`src/bts_pkg.sv`:
```
// Shared constants, types and decode functions for the bulk toggle and high-bandwidth block
// Behaviour
// - Toggle flips only on success, kept on retry
// - Configuration sets the toggle to DATA0
// - Halt clear returns toggle to DATA0
// - One to three transactions, 3072 bytes max
// - Nonzero bits 12..11 mark high bandwidth
// - Bits 10..0 payload, 12..11 count, rest zero
// - Bulk payload never above reported maximum, 512
package bts_pkg;

   // Clock and microframe timing
   localparam int CLK_PERIOD_NS = 4;
   localparam int MF_TIME_NS = 125000;
   localparam int MF_CYCLES = MF_TIME_NS / CLK_PERIOD_NS;

   // Descriptor field layout
   localparam int DESC_W = 16;
   localparam int PAYLOAD_LSB = 0;
   localparam int PAYLOAD_W = 11;
   localparam int TXN_LSB = 11;
   localparam int TXN_W = 2;
   localparam int RSVD_LSB = 13;
   localparam int RSVD_W = 3;

   // Size limits
   localparam logic [10:0] HB_PAYLOAD_MAX = 11'h400;
   localparam logic [11:0] MF_BYTES_MAX = 12'hc00;
   localparam logic [11:0] BULK_HS_MAX = 12'h200;
   localparam logic [1:0] TXN_FIELD_RSVD = 2'h3;

   // Byte stream width
   localparam int BYTE_W = 8;
   localparam int CNT_W = 12;

   // Reset values
   localparam logic TOGGLE_DATA0 = 1'b0;

   // Handshake answer codes
   typedef enum logic [1:0] {
      HS_NONE = 2'h0,
      HS_ACK = 2'h1,
      HS_STALL = 2'h2
   } bts_hs_e;

   // Receive states, Gray along idle, receive, skip
   typedef enum logic [1:0] {
      ST_IDLE = 2'h0,
      ST_RECV = 2'h1,
      ST_SKIP = 2'h3
   } bts_rx_state_e;

   // Transactions per microframe, one to three; zero for the reserved count field
   function automatic logic [1:0] bts_txn_count(input logic [DESC_W-1:0] desc);
      logic [1:0] field;
      field = desc[TXN_LSB +: TXN_W];
      bts_txn_count = (field == TXN_FIELD_RSVD) ? 2'h0 : field + 2'h1;
   endfunction

   // Descriptor that no endpoint may report
   function automatic logic bts_desc_bad(input logic [DESC_W-1:0] desc);
      bts_desc_bad = (desc[RSVD_LSB +: RSVD_W] != 3'h0)
         || (desc[TXN_LSB +: TXN_W] == TXN_FIELD_RSVD)
         || (desc[PAYLOAD_LSB +: PAYLOAD_W] > HB_PAYLOAD_MAX);
   endfunction

endpackage

```
`src/bts_stream_if.sv`:
```
// Valid/ready byte stream carrier between the core and its buffer
`timescale 1ns/1ns
`default_nettype none
interface bts_stream_if #(parameter int W = 8) ();
   // Handshake pair and payload
   logic valid;
   logic ready;
   logic [W-1:0] data;

   // Producer side
   modport src (output valid, output data, input ready);
   // Consumer side
   modport snk (input valid, input data, output ready);
endinterface
`default_nettype wire

```
`src/bts_endpoint_core.sv`:
```
// Bulk endpoint toggle tracking, halt handling and high-bandwidth descriptor scheduling
`timescale 1ns/1ns
`default_nettype none
module bts_endpoint_core
   import bts_pkg::*;
#(
   parameter int MF_CYC = MF_CYCLES,
   parameter int BUF_DEPTH = 2
) (
   // Clock, reset, enable
   input wire logic ref_clk,
   input wire logic rst_n,
   input wire logic ce,
   // Control events
   input wire logic cfg_set,
   input wire logic halt_set,
   input wire logic halt_clear,
   input wire logic sof,
   // Endpoint descriptor
   input wire logic [DESC_W-1:0] max_payload_descriptor_field,
   // Receive link
   input wire logic rx_start,
   input wire logic rx_pid_odd,
   input wire logic rx_valid,
   output logic rx_ready,
   input wire logic [BYTE_W-1:0] rx_data,
   input wire logic rx_end,
   input wire logic rx_crc_ok,
   // Handshake answer
   output logic hs_valid,
   output logic [1:0] hs_code,
   // Transmit link
   input wire logic tx_result_valid,
   input wire logic tx_acked,
   output logic tx_pid_odd,
   // User byte stream
   output logic usr_valid,
   input wire logic usr_ready,
   output logic [BYTE_W-1:0] usr_data,
   // Packet status
   output logic pkt_done,
   output logic pkt_good,
   output logic halted,
   // Periodic transaction accounting
   input wire logic hb_txn,
   output logic [PAYLOAD_W-1:0] hb_payload,
   output logic [1:0] hb_txn_max,
   output logic hb_high_bw,
   output logic hb_desc_err,
   output logic [CNT_W-1:0] hb_byte_cap,
   output logic hb_txn_over
);
   localparam int MW = $clog2(MF_CYC + 1);

   initial begin
      if (MF_CYC < 1) begin
         $error("bts_endpoint_core: MF_CYC must be at least 1");
      end
   end

   // Buffer links
   bts_stream_if #(.W(BYTE_W)) fill_if ();
   bts_stream_if #(.W(BYTE_W)) drain_if ();

   bts_rx_state_e st_reg, st_next;        // Receive state
   logic toggle_reg, toggle_next;         // Expected and sent data toggle
   logic halt_reg, halt_next;             // Pipe halted
   logic [CNT_W-1:0] cnt_reg, cnt_next;   // Bytes seen in this packet
   logic [1:0] hs_reg, hs_next;           // Handshake code
   logic hsv_reg, hsv_next;               // Handshake strobe
   logic done_reg, done_next;
   logic good_reg, good_next;
   logic [CNT_W-1:0] limit;               // Largest bulk payload accepted
   logic beat, oversize, ending;

   // Bulk limit is the descriptor payload, never above 512
   assign limit = (CNT_W'(max_payload_descriptor_field[PAYLOAD_W-1:0]) > BULK_HS_MAX)
      ? BULK_HS_MAX : CNT_W'(max_payload_descriptor_field[PAYLOAD_W-1:0]);
   // While skipping, bytes are swallowed so the link never waits on a dropped packet
   assign rx_ready = (st_reg == ST_RECV) ? fill_if.ready : 1'b1;
   assign beat = rx_valid && rx_ready && (st_reg != ST_IDLE);
   assign fill_if.valid = rx_valid && (st_reg == ST_RECV) && !halt_reg;
   assign fill_if.data = rx_data;
   assign oversize = (cnt_reg > limit);
   assign ending = rx_end && (st_reg != ST_IDLE);

   // Receive sequencing, toggle and halt next values
   always_comb begin
      st_next = st_reg;
      toggle_next = toggle_reg;
      halt_next = halt_reg;
      cnt_next = cnt_reg;
      hs_next = HS_NONE;
      hsv_next = 1'b0;
      done_next = 1'b0;
      good_next = 1'b0;
      if (beat && cnt_reg != {CNT_W{1'b1}}) begin
         cnt_next = cnt_reg + 1'b1;
      end
      unique case (st_reg)
         // Packet begins: sort by data toggle
         ST_IDLE: begin
            cnt_next = '0;
            if (rx_start) begin
               st_next = (rx_pid_odd == toggle_reg && !halt_reg) ? ST_RECV : ST_SKIP;
            end
         end
         ST_RECV, ST_SKIP: begin
            if (rx_end) begin
               st_next = ST_IDLE;
               done_next = 1'b1;
               if (halt_reg) begin
                  // Halted pipe answers every packet with a stall
                  hs_next = HS_STALL;
                  hsv_next = 1'b1;
               end else if (!rx_crc_ok || oversize) begin
                  hsv_next = 1'b0;
               end else if (st_reg == ST_RECV) begin
                  toggle_next = !toggle_reg;
                  hs_next = HS_ACK;
                  hsv_next = 1'b1;
                  good_next = 1'b1;
               end else begin
                  hs_next = HS_ACK;
                  hsv_next = 1'b1;
               end
            end
         end
         default: begin
            st_next = ST_IDLE;
         end
      endcase
      // transmit side flips on host acknowledge only
      if (tx_result_valid && tx_acked && !halt_reg) begin
         toggle_next = !toggle_reg;
      end
      if (cfg_set || halt_clear) begin
         toggle_next = TOGGLE_DATA0;
      end
      // A new halt wins over a clear in the same cycle
      if (halt_set) begin
         halt_next = 1'b1;
      end else if (halt_clear) begin
         halt_next = 1'b0;
      end
   end

   // Receive group registers
   always_ff @(posedge ref_clk or negedge rst_n) begin
      if (!rst_n) begin
         st_reg <= ST_IDLE;
         toggle_reg <= TOGGLE_DATA0;
         halt_reg <= 1'b0;
         cnt_reg <= '0;
         hs_reg <= HS_NONE;
         hsv_reg <= 1'b0;
         done_reg <= 1'b0;
         good_reg <= 1'b0;
      end else if (ce) begin
         st_reg <= st_next;
         toggle_reg <= toggle_next;
         halt_reg <= halt_next;
         cnt_reg <= cnt_next;
         hs_reg <= hs_next;
         hsv_reg <= hsv_next;
         done_reg <= done_next;
         good_reg <= good_next;
      end
   end

   assign hs_valid = hsv_reg;
   assign hs_code = hs_reg;
   assign tx_pid_odd = toggle_reg;
   assign pkt_done = done_reg;
   assign pkt_good = good_reg;
   assign halted = halt_reg;

   // Two-entry buffer between link and user
   bts_skid_buf #(.WIDTH(BYTE_W), .DEPTH(BUF_DEPTH)) u_buf (
      .ref_clk(ref_clk),
      .rst_n(rst_n),
      .ce(ce),
      .fill(fill_if.snk),
      .drain(drain_if.src)
   );
   assign usr_valid = drain_if.valid;
   assign usr_data = drain_if.data;
   assign drain_if.ready = usr_ready;

   logic [PAYLOAD_W-1:0] pay_reg, pay_next;   // Per-transaction payload
   logic [1:0] tmax_reg, tmax_next;           // Transactions allowed
   logic hbw_reg, hbw_next;
   logic derr_reg, derr_next;
   logic [CNT_W-1:0] cap_reg, cap_next;       // Bytes per microframe
   logic [1:0] tcnt_reg, tcnt_next;           // Transactions seen
   logic over_reg, over_next;
   logic [MW-1:0] mf_reg, mf_next;            // Microframe timer
   logic mf_edge;

   // Own timer covers a missed start-of-frame marker
   assign mf_edge = sof || (mf_reg == MW'(MF_CYC - 1));

   // Descriptor decode and per-microframe counting
   always_comb begin
      pay_next = max_payload_descriptor_field[PAYLOAD_LSB +: PAYLOAD_W];
      tmax_next = bts_txn_count(max_payload_descriptor_field);
      hbw_next = (max_payload_descriptor_field[TXN_LSB +: TXN_W] != 2'h0);
      derr_next = bts_desc_bad(max_payload_descriptor_field);
      // cap of 3072 bytes per microframe
      cap_next = derr_next ? '0
         : CNT_W'(13'(pay_next) * 13'(bts_txn_count(max_payload_descriptor_field)));
      mf_next = mf_edge ? '0 : mf_reg + 1'b1;
      tcnt_next = mf_edge ? 2'h0 : tcnt_reg;
      over_next = mf_edge ? 1'b0 : over_reg;
      if (hb_txn) begin
         // A transaction in the boundary cycle counts for the new microframe
         // more than allowed flags overrun
         if (tcnt_next >= tmax_reg) begin
            over_next = 1'b1;
         end else begin
            tcnt_next = tcnt_next + 2'h1;
         end
      end
   end

   // Scheduling registers
   always_ff @(posedge ref_clk or negedge rst_n) begin
      if (!rst_n) begin
         pay_reg <= '0;
         tmax_reg <= 2'h0;
         hbw_reg <= 1'b0;
         derr_reg <= 1'b0;
         cap_reg <= '0;
         tcnt_reg <= 2'h0;
         over_reg <= 1'b0;
         mf_reg <= '0;
      end else if (ce) begin
         pay_reg <= pay_next;
         tmax_reg <= tmax_next;
         hbw_reg <= hbw_next;
         derr_reg <= derr_next;
         cap_reg <= cap_next;
         tcnt_reg <= tcnt_next;
         over_reg <= over_next;
         mf_reg <= mf_next;
      end
   end

   assign hb_payload = pay_reg;
   assign hb_txn_max = tmax_reg;
   assign hb_high_bw = hbw_reg;
   assign hb_desc_err = derr_reg;
   assign hb_byte_cap = cap_reg;
   assign hb_txn_over = over_reg;

   a_cfg_toggle_zero: assert property (
      @(posedge ref_clk) disable iff (!rst_n)
      ce && cfg_set |=> !toggle_reg)
      else $error("toggle not DATA0 after configuration");

   a_clear_toggle_zero: assert property (
      @(posedge ref_clk) disable iff (!rst_n)
      ce && halt_clear && !halt_set |=> !toggle_reg && !halt_reg)
      else $error("halt clear did not restore DATA0");

   a_fail_keeps_toggle: assert property (
      @(posedge ref_clk) disable iff (!rst_n)
      ce && tx_result_valid && !tx_acked && !cfg_set && !halt_clear && !ending
      |=> $stable(toggle_reg))
      else $error("toggle moved on failed transaction");

   a_good_rx_flips: assert property (
      @(posedge ref_clk) disable iff (!rst_n)
      ce && st_reg == ST_RECV && rx_end && rx_crc_ok && !oversize && !halt_reg
      && !cfg_set && !halt_clear && !tx_result_valid
      |=> toggle_reg != $past(toggle_reg) && hsv_reg && hs_reg == HS_ACK && good_reg)
      else $error("good packet did not flip toggle with ACK");

   a_dup_ack_hold: assert property (
      @(posedge ref_clk) disable iff (!rst_n)
      ce && st_reg == ST_SKIP && rx_end && rx_crc_ok && !oversize && !halt_reg
      && !cfg_set && !halt_clear && !tx_result_valid
      |=> $stable(toggle_reg) && hs_reg == HS_ACK && !good_reg)
      else $error("duplicate packet handled wrongly");

   a_dup_no_store: assert property (
      @(posedge ref_clk) disable iff (!rst_n)
      st_reg == ST_SKIP |-> !fill_if.valid)
      else $error("skipped payload reached buffer");

   a_oversize_no_ack: assert property (
      @(posedge ref_clk) disable iff (!rst_n)
      ce && ending && oversize && !halt_reg |=> !hsv_reg && !good_reg)
      else $error("oversize packet acknowledged");

   a_hb_flag_bits: assert property (
      @(posedge ref_clk) disable iff (!rst_n)
      ce |=> hb_high_bw == ($past(max_payload_descriptor_field[12:11]) != 2'h0))
      else $error("high bandwidth flag wrong");

   a_payload_decode: assert property (
      @(posedge ref_clk) disable iff (!rst_n)
      ce |=> hb_payload == $past(max_payload_descriptor_field[10:0])
      && (hb_desc_err || hb_txn_max == $past(max_payload_descriptor_field[12:11]) + 2'h1))
      else $error("descriptor decode wrong");

   a_hb_byte_cap: assert property (
      @(posedge ref_clk) disable iff (!rst_n)
      hb_byte_cap <= 12'hc00 && (!hb_desc_err || hb_byte_cap == 12'h000))
      else $error("microframe byte cap above 3072");
endmodule
`default_nettype wire

```
`src/bts_skid_buf.sv`:
```
// Small flip-flop FIFO that absorbs a receiver stall without losing a byte
`timescale 1ns/1ns
`default_nettype none
module bts_skid_buf
   import bts_pkg::*;
#(
   parameter int WIDTH = 8,
   parameter int DEPTH = 2
) (
   // Clock, reset, enable
   input wire logic ref_clk,
   input wire logic rst_n,
   input wire logic ce,
   // Filling and draining sides
   bts_stream_if.snk fill,
   bts_stream_if.src drain
);
   localparam int AW = (DEPTH > 1) ? $clog2(DEPTH) : 1;

   // Pointer arithmetic wraps naturally only for powers of two
   initial begin
      if (DEPTH < 2 || (DEPTH & (DEPTH - 1)) != 0) begin
         $error("bts_skid_buf: DEPTH must be a power of two, at least 2");
      end
   end

   logic [WIDTH-1:0] mem_reg [DEPTH];  // Storage
   logic [WIDTH-1:0] mem_next [DEPTH];
   logic [AW:0] wr_reg, wr_next;       // Write pointer with wrap bit
   logic [AW:0] rd_reg, rd_next;       // Read pointer with wrap bit
   logic full, empty, push, pop;

   // Full when the pointers differ only in the wrap bit
   assign full = (wr_reg[AW] != rd_reg[AW]) && (wr_reg[AW-1:0] == rd_reg[AW-1:0]);
   assign empty = (wr_reg == rd_reg);
   assign fill.ready = !full;
   assign drain.valid = !empty;
   assign drain.data = mem_reg[rd_reg[AW-1:0]];
   assign push = fill.valid && !full;
   assign pop = drain.ready && !empty;

   // Next pointers and storage
   always_comb begin
      mem_next = mem_reg;
      wr_next = wr_reg;
      rd_next = rd_reg;
      if (push) begin
         mem_next[wr_reg[AW-1:0]] = fill.data;
         wr_next = wr_reg + 1'b1;
      end
      if (pop) begin
         rd_next = rd_reg + 1'b1;
      end
   end

   // Register, frozen while ce is low
   always_ff @(posedge ref_clk or negedge rst_n) begin
      if (!rst_n) begin
         wr_reg <= '0;
         rd_reg <= '0;
         for (int i = 0; i < DEPTH; i++) begin
            mem_reg[i] <= '0;
         end
      end else if (ce) begin
         wr_reg <= wr_next;
         rd_reg <= rd_next;
         mem_reg <= mem_next;
      end
   end
endmodule
`default_nettype wire

```
`config.mk`:
```
export PLATFORM = sky130hd
export DESIGN_NAME = bts_endpoint_core
export DESIGN_NICKNAME = d
export VERILOG_FILES = /design/src/bts_pkg.sv /design/src/bts_stream_if.sv /design/src/bts_endpoint_core.sv /design/src/bts_skid_buf.sv
export SDC_FILE = /design/constraint.sdc
export NUM_CORES = 1
export LEC_CHECK = 0
export BUFFER_PORTS_ARGS = -buffer_cell sky130_fd_sc_hd__buf_2
export CAP_MARGIN = 10
export CORE_MARGIN = 4
export CORE_UTILIZATION = 55
export CTS_CLUSTER_DIAMETER = 150
export DETAILED_ROUTE_END_ITERATION = 10
export PLACE_DENSITY = 0.81
export SKIP_CTS_REPAIR_TIMING = 1
export SYNTH_ARGS = -nofsm -noshare
export SYNTH_HDL_FRONTEND = slang
export SYNTH_SLANG_ARGS = --single-unit
export TNS_END_PERCENT = 50
```
`constraint.sdc`:
```
create_clock -name ref_clk -period 3.05 [get_ports ref_clk]
set_clock_uncertainty 0.15 [all_clocks]
set_input_delay 0.1525 -clock ref_clk [delete_from_list [all_inputs] [get_ports ref_clk]]
set_output_delay 0.1525 -clock ref_clk [all_outputs]
set_load 0.02 [all_outputs]
```
==> summary.md, run 1 <==
| Metric | Value |
|---|---|
| Result of the run | completed |
| Worst EP required | 3150 ps |
| Arrival time of data at the critical path endpoint | 3030 ps |
| Count of flip-flops with a built-in enable after synthesis | 0 |
| Maximum clock insertion buffer count | 2 |
| Area grow syn2layout | 22.51% |
| Clk sink count | 86 |
| Height of the die | 101.1 um |
| Number of placed I/O pins | 85 |
| Internal portion of total power | 0.002278 W |
| First DRT Iteration DRCs | 199 |
| Setup_tns | 0 ps |
| Vias/cell | 5.605 |
| Max-capacitance violation count | 0 |
| Number of cells in the design after placement | 665 |
| TritonRoute pass-1 iters | 4 |
| FMAX | 341.6 MHz |
| Post-route antenna net violation count | 0 |
| Fill cell instance count of the final layout | 627 |
| Fin crit period | 2928 ps |
| Final worst setup slack | 122.5 ps |
| Final net count | 659 |
| Number of standard-cell rows in the floorplan | 33 |
| Setup repair after global routing missed its margin | false |
| Synth Instances | 469 |
| Relative slew margins | 0.5763 |
| Final setup violating endpoints | 0 |
| Largest net degree at the start of global routing | 50 |
| DP Worst Slack | -146.9 ps |
| Sequential share of the synthesized area | 0.4517 |
| Horiz. Die Dim | 101.1 um |
| Portion of total power attributed to sequential cells | 0.445 |
| Clock network fraction of total power | 0.258 |
| Placed wire-length estimate | 7.981 mm |
| Total routing usage reported by global routing | 0.2223 |
| # diodes | 0 |
| Mean instance size in the synthesized netlist | 10.16 um2 |
| Class of the tightest hold or removal check | input pin to register |
| Detailed-route wire length per cell | 16.24 um |
| Endpoints failing hold | 0 |
| Top flip-flop cell by instance count after synthesis | sky130_fd_sc_hd__dfrtp_1 |
| Classification of the worst setup path | input pin to register |
| Number of levels in the clock H-tree | 3 |
| Pwr dens | 590.9 nW/um2 |
| Total standard cell area after synthesis | 4765 um2 |
| Layout Cells excl Fill | 699 |
| Slew Viols, Final | 0 |
| Number of synthesized register bits | 86 |
| Starting density of the core | 0.5713 |
| Layout cell share with drive strength beyond 1 | 0.2694 |
| Synth warn | 0 |
| First-pass GRT wire length | 18.19 mm |
| Share of the cycle needed by the critical path after routing | 0.9599 |
| Die Footprint | 10220 um2 |
| Switching share of power | 0.3397 |
| Detailed-route wire length | 11.35 mm |
| Core box area | 8341 um2 |
| Clock slew seen by the registers of the worst setup and hold paths | 90 ps |
| Final GP Congestion | 0.8313 |
| Number of remaining DRC errors | 0 |
| Unique masters post-synth | 54 |
| CTS tree | done |
| Setup crit start kind | input pin |
| Number of flip-flops in the largest register | 16 |
| CP endpoint kind | register |
| Leakage power | 2.896 nW |
| Leading cell type in the layout, fill and taps excluded | sky130_fd_sc_hd__dfrtp_1 |
| Async SR Flop Fraction | 1.000 |
| Maximum vdd ir drop | 431.0 uV |
| Top library cells by usage in the layout, fill and taps aside | 86 x sky130_fd_sc_hd__dfrtp_1, 83 x sky130_fd_sc_hd__buf_2, 37 x sky130_fd_sc_hd__nand2_1, 34 x sky130_fd_sc_hd__mux2_2, 29 x sky130_fd_sc_hd__nor2_1 |
| Tightest Pin Transition | 635.6 ps |
| Via count of the first global-routing pass | 3928 |
| Cts bufs inserted | 9 |
| Leftover overflow at the end of global routing | 0 |
| Count of input and output buffers | 84 |
| Number of antenna violations at the first check in global routing | 0 |
| Clock latency at the later pin of the worst-skew pair | 350 ps |
| Vias | 3918 |
| Syn Nets | 538 |
| Logic pwr share | 0.297 |
| CP Max Fanout | 5 |
| P_sw | 0.001172 W |
| Clock root buffer | sky130_fd_sc_hd__clkbuf_8 |
-- layer usage --
| metal | track usage | share of wire |
|---|---|---|
| met1 | 0.2866 | 0.42 |
| met4 | 0.07362 | 0.030 |
| met2 | 0.3798 | 0.51 |
| met3 | 0.03668 | 0.037 |
| met5 | 0 | 0 |
-- critical path, cell delays in order --
cell and delay [ps]:
sky130_fd_sc_hd__buf_2 100, sky130_fd_sc_hd__nor4_1 300, sky130_fd_sc_hd__nand3_1 150, sky130_fd_sc_hd__a21oi_1 170
sky130_fd_sc_hd__buf_4 150, sky130_fd_sc_hd__nand2_1 60, sky130_fd_sc_hd__ha_1 290, sky130_fd_sc_hd__and3_4 180
sky130_fd_sc_hd__a221o_1 330, sky130_fd_sc_hd__a2111oi_1 420, sky130_fd_sc_hd__a22o_2 230, sky130_fd_sc_hd__a31oi_1 110
sky130_fd_sc_hd__mux2i_1 140, sky130_fd_sc_hd__o32ai_1 250
-- cells in the mapped netlist (all sizes together) (4+ instances only) --
cell type | instances | area [um2]
nand3 | 26 | 130.1
dfrtp | 86 | 2152
a22o | 4 | 36.29
mux2i | 4 | 40.04
nor2 | 29 | 108.9
and3 | 12 | 81.33
o21ai | 16 | 80.07
and2 | 18 | 112.6
nor3 | 6 | 30.03
inv | 28 | 105.1
o22ai | 11 | 68.82
nand4 | 4 | 25.02
a21oi | 14 | 70.07
a21o | 4 | 30.03
nor2b | 16 | 100.1
mux2 | 37 | 416.7
buf | 4 | 18.76
xor2 | 24 | 210.2
ha | 28 | 350.3
clkbuf | 12 | 45.04
xnor2 | 12 | 105.1
nand2 | 37 | 138.9
-- cells by family (layout without fill, tap and decap cells) --
group,after synthesis,after routing,synth area share
buffers and inverters,44,169,0.03545
other,1,1,0.0007871
multiplexers,41,41,0.09585
adder cells (fa/ha/maj),29,29,0.07773
AO/OA/AOI/OAI,71,71,0.09848
XOR/XNOR,36,36,0.06618
flip-flops,86,86,0.4517
AND/OR/NAND/NOR,161,161,0.1738
-- final cells by class --
| class | count | area (um2) | share of cell area |
|---|---|---|---|
| Clock buffer | 9 | 123.9 | 0.02122 |
| Inverter | 28 | 105.1 | 0.01801 |
| Multi-Input combinational cell | 339 | 2444 | 0.4186 |
| Tap cell | 105 | 131.4 | 0.02251 |
| Timing Repair Buffer | 126 | 785.8 | 0.1346 |
| Clock inverter | 6 | 95.09 | 0.01629 |
| Sequential cell | 86 | 2152 | 0.3687 |
-- worst paths after layout --
| kind | slack [ps] | depth (start not counted) | end | startpoint |
|---|---|---|---|---|
| min in group asynchronous | 210 | 2 | hb_payload[3] | rst_n |
| hold reg to reg | 330 | 1 | tcnt_reg[1] | tcnt_reg[1] |
| max in group asynchronous | 1840 | 3 | hb_byte_cap[9] | rst_n |
| setup / recovery | 120 | 14 | tx_pid_odd | max_payload_descriptor_field[3] |
| hold / removal | 0.3 | 3 | hb_byte_cap[0] | max_payload_descriptor_field[11] |
| setup reg to reg | 400 | 8 | tx_pid_odd | cnt_reg[7] |
-- power groups by stage --
stage                     logic [W]  registers (W)  clock network [W]
final                       0.00102        0.00153           0.000891
after global routing        0.00112        0.00155           0.000951
after CTS                  0.000996        0.00152           0.000907
after detailed placement   0.000983        0.00154                  0
after global placement     0.000947        0.00152                  0
after floorplan            0.000665        0.00151                  0
-- stage by stage --
step	hold slack (ps)	total power, W	instance area [um2]	util
global placement	51.40	0.002464	5428	0.6508
floorplan	-293.1	0.002180	4765	-
finish	0.2623	0.003449	5837	0.6998
detailed placement	61.02	0.002523	5428	0.6508
global route	9.109	0.003627	5837	0.6998
CTS	-321.7	0.003423	5647	0.6770
No activity file was read; power rests on OpenSTA's default activity.
==> run 2, diff against run 1 <==
- CTS_BUF_LIST: default -> sky130_fd_sc_hd__clkbuf_16
==> summary.md, run 2 (synthesized netlist as in run 1, its figures left out) <==
| Metric | Value |
|---|---|
| Die Footprint | 10220 um2 |
| Fin crit period | 2873 ps |
| Setup crit start kind | input pin |
| Clock network fraction of total power | 0.317 |
| Relative slew margins | 0.5794 |
| Placed wire-length estimate | 7.981 mm |
| Share of the cycle needed by the critical path after routing | 0.9421 |
| Vias | 3971 |
| Starting density of the core | 0.5713 |
| Switching share of power | 0.3248 |
| Clock latency at the later pin of the worst-skew pair | 340 ps |
| Number of remaining DRC errors | 0 |
| First DRT Iteration DRCs | 162 |
| Max-capacitance violation count | 0 |
| First-pass GRT wire length | 18.57 mm |
| Clk sink count | 86 |
| Slowest Stage Delay on Critical Path | 360 ps |
| Final net count | 656 |
| Post-route antenna net violation count | 0 |
| Internal portion of total power | 0.002530 W |
| CP Max Fanout | 5 |
| WP buf/inv | 2 |
| Horiz. Die Dim | 101.1 um |
| Portion of total power attributed to sequential cells | 0.410 |
| Core box area | 8341 um2 |
| Area grow syn2layout | 24.26% |
| Final hold slack | 10.73 ps |
| Reg-to-reg slack, setup | 460 ps |
| Detailed-route wire length per cell | 16.65 um |
| Final setup violating endpoints | 0 |
| Number of antenna violations at the first check in global routing | 0 |
| Worst EP required | 3140 ps |
| Crit-path slowest cell | sky130_fd_sc_hd__a221o_1 |
| Final Core Density | 0.7099 |
| Vias/cell | 5.705 |
| Sequential cell area | 2152 um2 |
| Class of the tightest hold or removal check | input pin to register |
| Arrival time of data at the critical path endpoint | 2960 ps |
| Number of flip-flops in the largest register | 16 |
| Number of standard-cell rows in the floorplan | 33 |
| Detailed-route wire length | 11.59 mm |
| Cts bufs inserted | 9 |
| Top library cells by usage in the layout, fill and taps aside | 86 x sky130_fd_sc_hd__dfrtp_1, 83 x sky130_fd_sc_hd__buf_2, 37 x sky130_fd_sc_hd__nand2_1, 34 x sky130_fd_sc_hd__mux2_2, 29 x sky130_fd_sc_hd__nor2_1 |
| P_sw | 0.001217 W |
| Total routing usage reported by global routing | 0.2273 |
| Pwr dens | 632.8 nW/um2 |
| Leftover overflow at the end of global routing | 0 |
| Final GP Congestion | 0.8313 |
| Layout cell share with drive strength beyond 1 | 0.2741 |
| Leading cell type in the layout, fill and taps excluded | sky130_fd_sc_hd__dfrtp_1 |
| Cell family contributing the most delay on the critical path | compound AO/OA/AOI/OAI gates |
| Count of input and output buffers | 84 |
| Logic pwr share | 0.274 |
| Via count of the first global-routing pass | 3962 |
| Worst path cell trace | buf_2 > nor4_1 > nand3_1 > a21oi_1 > buf_4 > nand2_1 > ha_1 > and3_4 > a221o_1 > a2111oi_2 > a22o_2 > a31oi_1 > mux2i_1 > o32ai_2 |
| # diodes | 0 |
| Fill cell instance count of the final layout | 605 |
| Clock slew seen by the registers of the worst setup and hold paths | 70 ps |
| Area of combinational cells with multiple inputs | 2456 um2 |
| Tightest Pin Transition | 630.9 ps |
| Result of the run | completed |
| Number of placed I/O pins | 85 |
| Endpoints failing hold | 0 |
| FMAX | 348.0 MHz |
| CP endpoint kind | register |
| Classification of the worst setup path | input pin to register |
| Leakage power | 2.933 nW |
| Clock root buffer | sky130_fd_sc_hd__clkbuf_16 |
| CTS tree | done |
| Slew Viols, Final | 0 |
| Largest net degree at the start of global routing | 50 |
| Height of the die | 101.1 um |
| TritonRoute pass-1 iters | 4 |
| Maximum vdd ir drop | 545.4 uV |
| Maximum clock insertion buffer count | 2 |
| Number of levels in the clock H-tree | 3 |
## run 2: power by group through the flow
stage,sequential [W],clock (W),combinational (W)
3_5_place_dp,0.00154,0,0.000983
6_report,0.00153,0.00119,0.00103
5_1_grt,0.00156,0.00125,0.00112
2_1_floorplan,0.00151,0,0.000665
3_3_place_gp,0.00152,0,0.000947
4_1_cts,0.00152,0.00119,0.000999
## run 2: worst register-to-register path: stages (launching register included)
cell and delay, ps:
sky130_fd_sc_hd__dfrtp_1 410, sky130_fd_sc_hd__ha_1 330, sky130_fd_sc_hd__and3_4 190, sky130_fd_sc_hd__a221o_1 360, sky130_fd_sc_hd__a2111oi_2 350, sky130_fd_sc_hd__a22o_2 200
sky130_fd_sc_hd__a31oi_1 90, sky130_fd_sc_hd__mux2i_1 150, sky130_fd_sc_hd__o32ai_2 260
## run 2: layout make-up
class / instances / area share
clock inverters: 6 / 0.01606
clock buffers: 9 / 0.03804
flip-flops and latches: 86 / 0.3635
inverters: 28 / 0.01775
multi-input cells: 339 / 0.4148
well taps: 105 / 0.02219
repair buffers: 123 / 0.1276
## run 2: layer usage
layer	part of all wire	wire length [um]	up-vias	global-route usage
li1	-	-	1876	-
met2	0.51	5865	124	0.3853
met1	0.42	4850	1940	0.2903
met5	0	0	-	0
met3	0.051	591	31	0.05260
met4	0.024	278	0	0.06544
## run 2: per-stage QoR
stage | TNS (ps) | cell area (um2) | worst slack (ps) | cells | power, W
after floorplan | 0 | 4765 | 1.704 | 469 | 0.002180
after global placement | -57.92 | 5428 | -57.92 | 665 | 0.002464
after detailed placement | -195.5 | 5428 | -146.9 | 665 | 0.002523
after CTS | 0 | 5748 | 112.9 | 680 | 0.003715
after global routing | -8.517 | 5921 | -8.517 | 696 | 0.003923
final | 0 | 5921 | 176.6 | 696 | 0.003747
## run 2: final timing paths
path | from | endpoint | cells after the start
max in group asynchronous | rst_n | hb_high_bw | 3
worst max-delay path | max_payload_descriptor_field[3] | tx_pid_odd | 14
worst max register to register | cnt_reg[7] | tx_pid_odd | 8
min in group asynchronous | rst_n | hb_payload[3] | 2
worst min register to register | tcnt_reg[1] | tcnt_reg[1] | 1
worst min-delay path | max_payload_descriptor_field[9] | hb_payload[9] | 2
==> run 3, diff against run 2 <==
- clock period: 3.05 -> 3.7 ns (I/O delays scaled with it)
==> summary.md, run 3 (synthesized netlist as in run 1, its figures left out) <==
| Metric | Value |
|---|---|
| Result of the run | complete, but fails checks |
| Failing checks | hold timing |
| Die Footprint | 10220 um2 |
| Final setup violating endpoints | 0 |
| Total routing usage reported by global routing | 0.2300 |
| Setup crit start kind | input pin |
| Area grow syn2layout | 21.11% |
| CP Max Fanout | 9 |
| Core box area | 8341 um2 |
| Worst EP required | 3790 ps |
| Starting density of the core | 0.5713 |
| Number of flip-flops in the largest register | 16 |
| Number of placed I/O pins | 85 |
| Vias | 3781 |
| CP Launch Point | max_payload_descriptor_field[3] |
| Final hold slack | -7.542 ps |
| Via count of the first global-routing pass | 3870 |
| Layout cell share with drive strength beyond 1 | 0.2469 |
| Maximum vdd ir drop | 369.2 uV |
| Number of antenna violations at the first check in global routing | 0 |
| Worst path cell trace | buf_2 > nor4_1 > nand3_1 > a21oi_1 > buf_4 > nand2_1 > ha_1 > and3_4 > a221o_1 > a2111oi_1 > a22o_2 > a31oi_1 > mux2i_1 > o32ai_1 |
| Maximum clock insertion buffer count | 2 |
| Detailed-route wire length | 11.40 mm |
| Final GP Congestion | 0.8003 |
| Height of the die | 101.1 um |
| # diodes | 0 |
| First-pass GRT wire length | 18.60 mm |
| Cts bufs inserted | 9 |
| Classification of the worst setup path | input pin to register |
| Arrival time of data at the critical path endpoint | 3110 ps |
| Detailed-route wire length per cell | 16.87 um |
| First DRT Iteration DRCs | 235 |
| Pwr dens | 544.1 nW/um2 |
| Clk sink count | 86 |
| Slowest Stage Delay on Critical Path | 420 ps |
| Clock slew seen by the registers of the worst setup and hold paths | 60 ps |
| Tightest Pin Transition | 1074 ps |
| Crit-path slowest cell | sky130_fd_sc_hd__a2111oi_1 |
| Clock latency at the later pin of the worst-skew pair | 340 ps |
| Number of standard-cell rows in the floorplan | 33 |
| DP Worst Slack | 443.6 ps |
| Leakage power | 2.848 nW |
| Fill cell instance count of the final layout | 627 |
| Endpoints failing hold | 4 |
| Critical R2R Launch | mf_reg[10] |
| FMAX | 331.2 MHz |
| Leftover overflow at the end of global routing | 0 |
| CTS tree | done |
| Fin crit period | 3019 ps |
| TritonRoute pass-1 iters | 5 |
| Post-route antenna net violation count | 0 |
| Placed wire-length estimate | 7.672 mm |
| Vias/cell | 5.593 |
| Final net count | 635 |
| Relative slew margins | 0.2838 |
| CP endpoint kind | register |
| Horiz. Die Dim | 101.1 um |
| Class of the tightest hold or removal check | input pin to register |
| Setup_tns | 0 ps |
| Largest net degree at the start of global routing | 87 |
| Clock root buffer | sky130_fd_sc_hd__clkbuf_16 |
| Share of the cycle needed by the critical path after routing | 0.8161 |
| Top library cells by usage in the layout, fill and taps aside | 86 x sky130_fd_sc_hd__dfrtp_1, 83 x sky130_fd_sc_hd__buf_2, 37 x sky130_fd_sc_hd__nand2_1, 34 x sky130_fd_sc_hd__mux2_2, 29 x sky130_fd_sc_hd__nor2_1 |
| Count of input and output buffers | 84 |
| Setup repair after global routing missed its margin | false |
| Final worst setup slack | 680.5 ps |
| Slew Viols, Final | 0 |
| Max-capacitance violation count | 0 |
| Leading cell type in the layout, fill and taps excluded | sky130_fd_sc_hd__dfrtp_1 |
| Worst min-delay path startpoint | max_payload_descriptor_field[3] |
| Number of remaining DRC errors | 0 |
| Number of levels in the clock H-tree | 3 |
==> run 3: per-stage QoR <==
step | total power (W) | area (um2) | util | std cells | hold WS [ps]
2_1_floorplan | 0.001797 | 4765 | - | 469 | -260.6
3_3_place_gp | 0.002016 | 5285 | 0.6337 | 646 | 251.8
3_5_place_dp | 0.002068 | 5285 | 0.6337 | 646 | 255.0
4_1_cts | 0.003121 | 5630 | 0.6751 | 662 | -86.32
5_1_grt | 0.003292 | 5771 | 0.6919 | 676 | 4.014
6_report | 0.003139 | 5771 | 0.6919 | 676 | -7.542
==> run 3: cell type report <==
cell class              instances  area (um2)  area share
clock buffers                   9       225.2     0.03903
clock inverters                 7       120.1     0.02082
inverters                      28       105.1     0.01821
multi-input cells             339        2444      0.4235
flip-flops and latches         86        2152      0.3729
well taps                     105       131.4     0.02277
repair buffers                102       593.1      0.1028
==> run 3: worst paths after layout <==
check / endpoint / slack [ps] / cells past startpoint
worst max register to register: tcnt_reg[1] / 900 / 10
max in group asynchronous: tcnt_reg[1] / 2270 / 2
worst min-delay path: hb_payload[3] / -8 / 2
min in group asynchronous: st_reg[1] / 410 / 2
worst max-delay path: tx_pid_odd / 680 / 14
worst min register to register: hb_txn_over / 320 / 2
==> run 3: critical path, delay by kind of cell <==
kind	cells	cell delay, ps
mux	1	130
compound gates	6	1510
fa+ha+maj	1	310
simple gates	4	680
buf+inv	2	290
==> run 3: layer usage <==
layer  routed length (um)  GRT usage
met1                 4978     0.3083
met2                 5670     0.3722
met3                  458    0.03460
met4                  294    0.09714
met5                    0          0
==> run 3: report_power, final <==
group | internal [W] | switching (W)
combinational | 0.000375 | 0.000446
sequential | 0.00110 | 0.000160
clock | 0.000663 | 0.000395
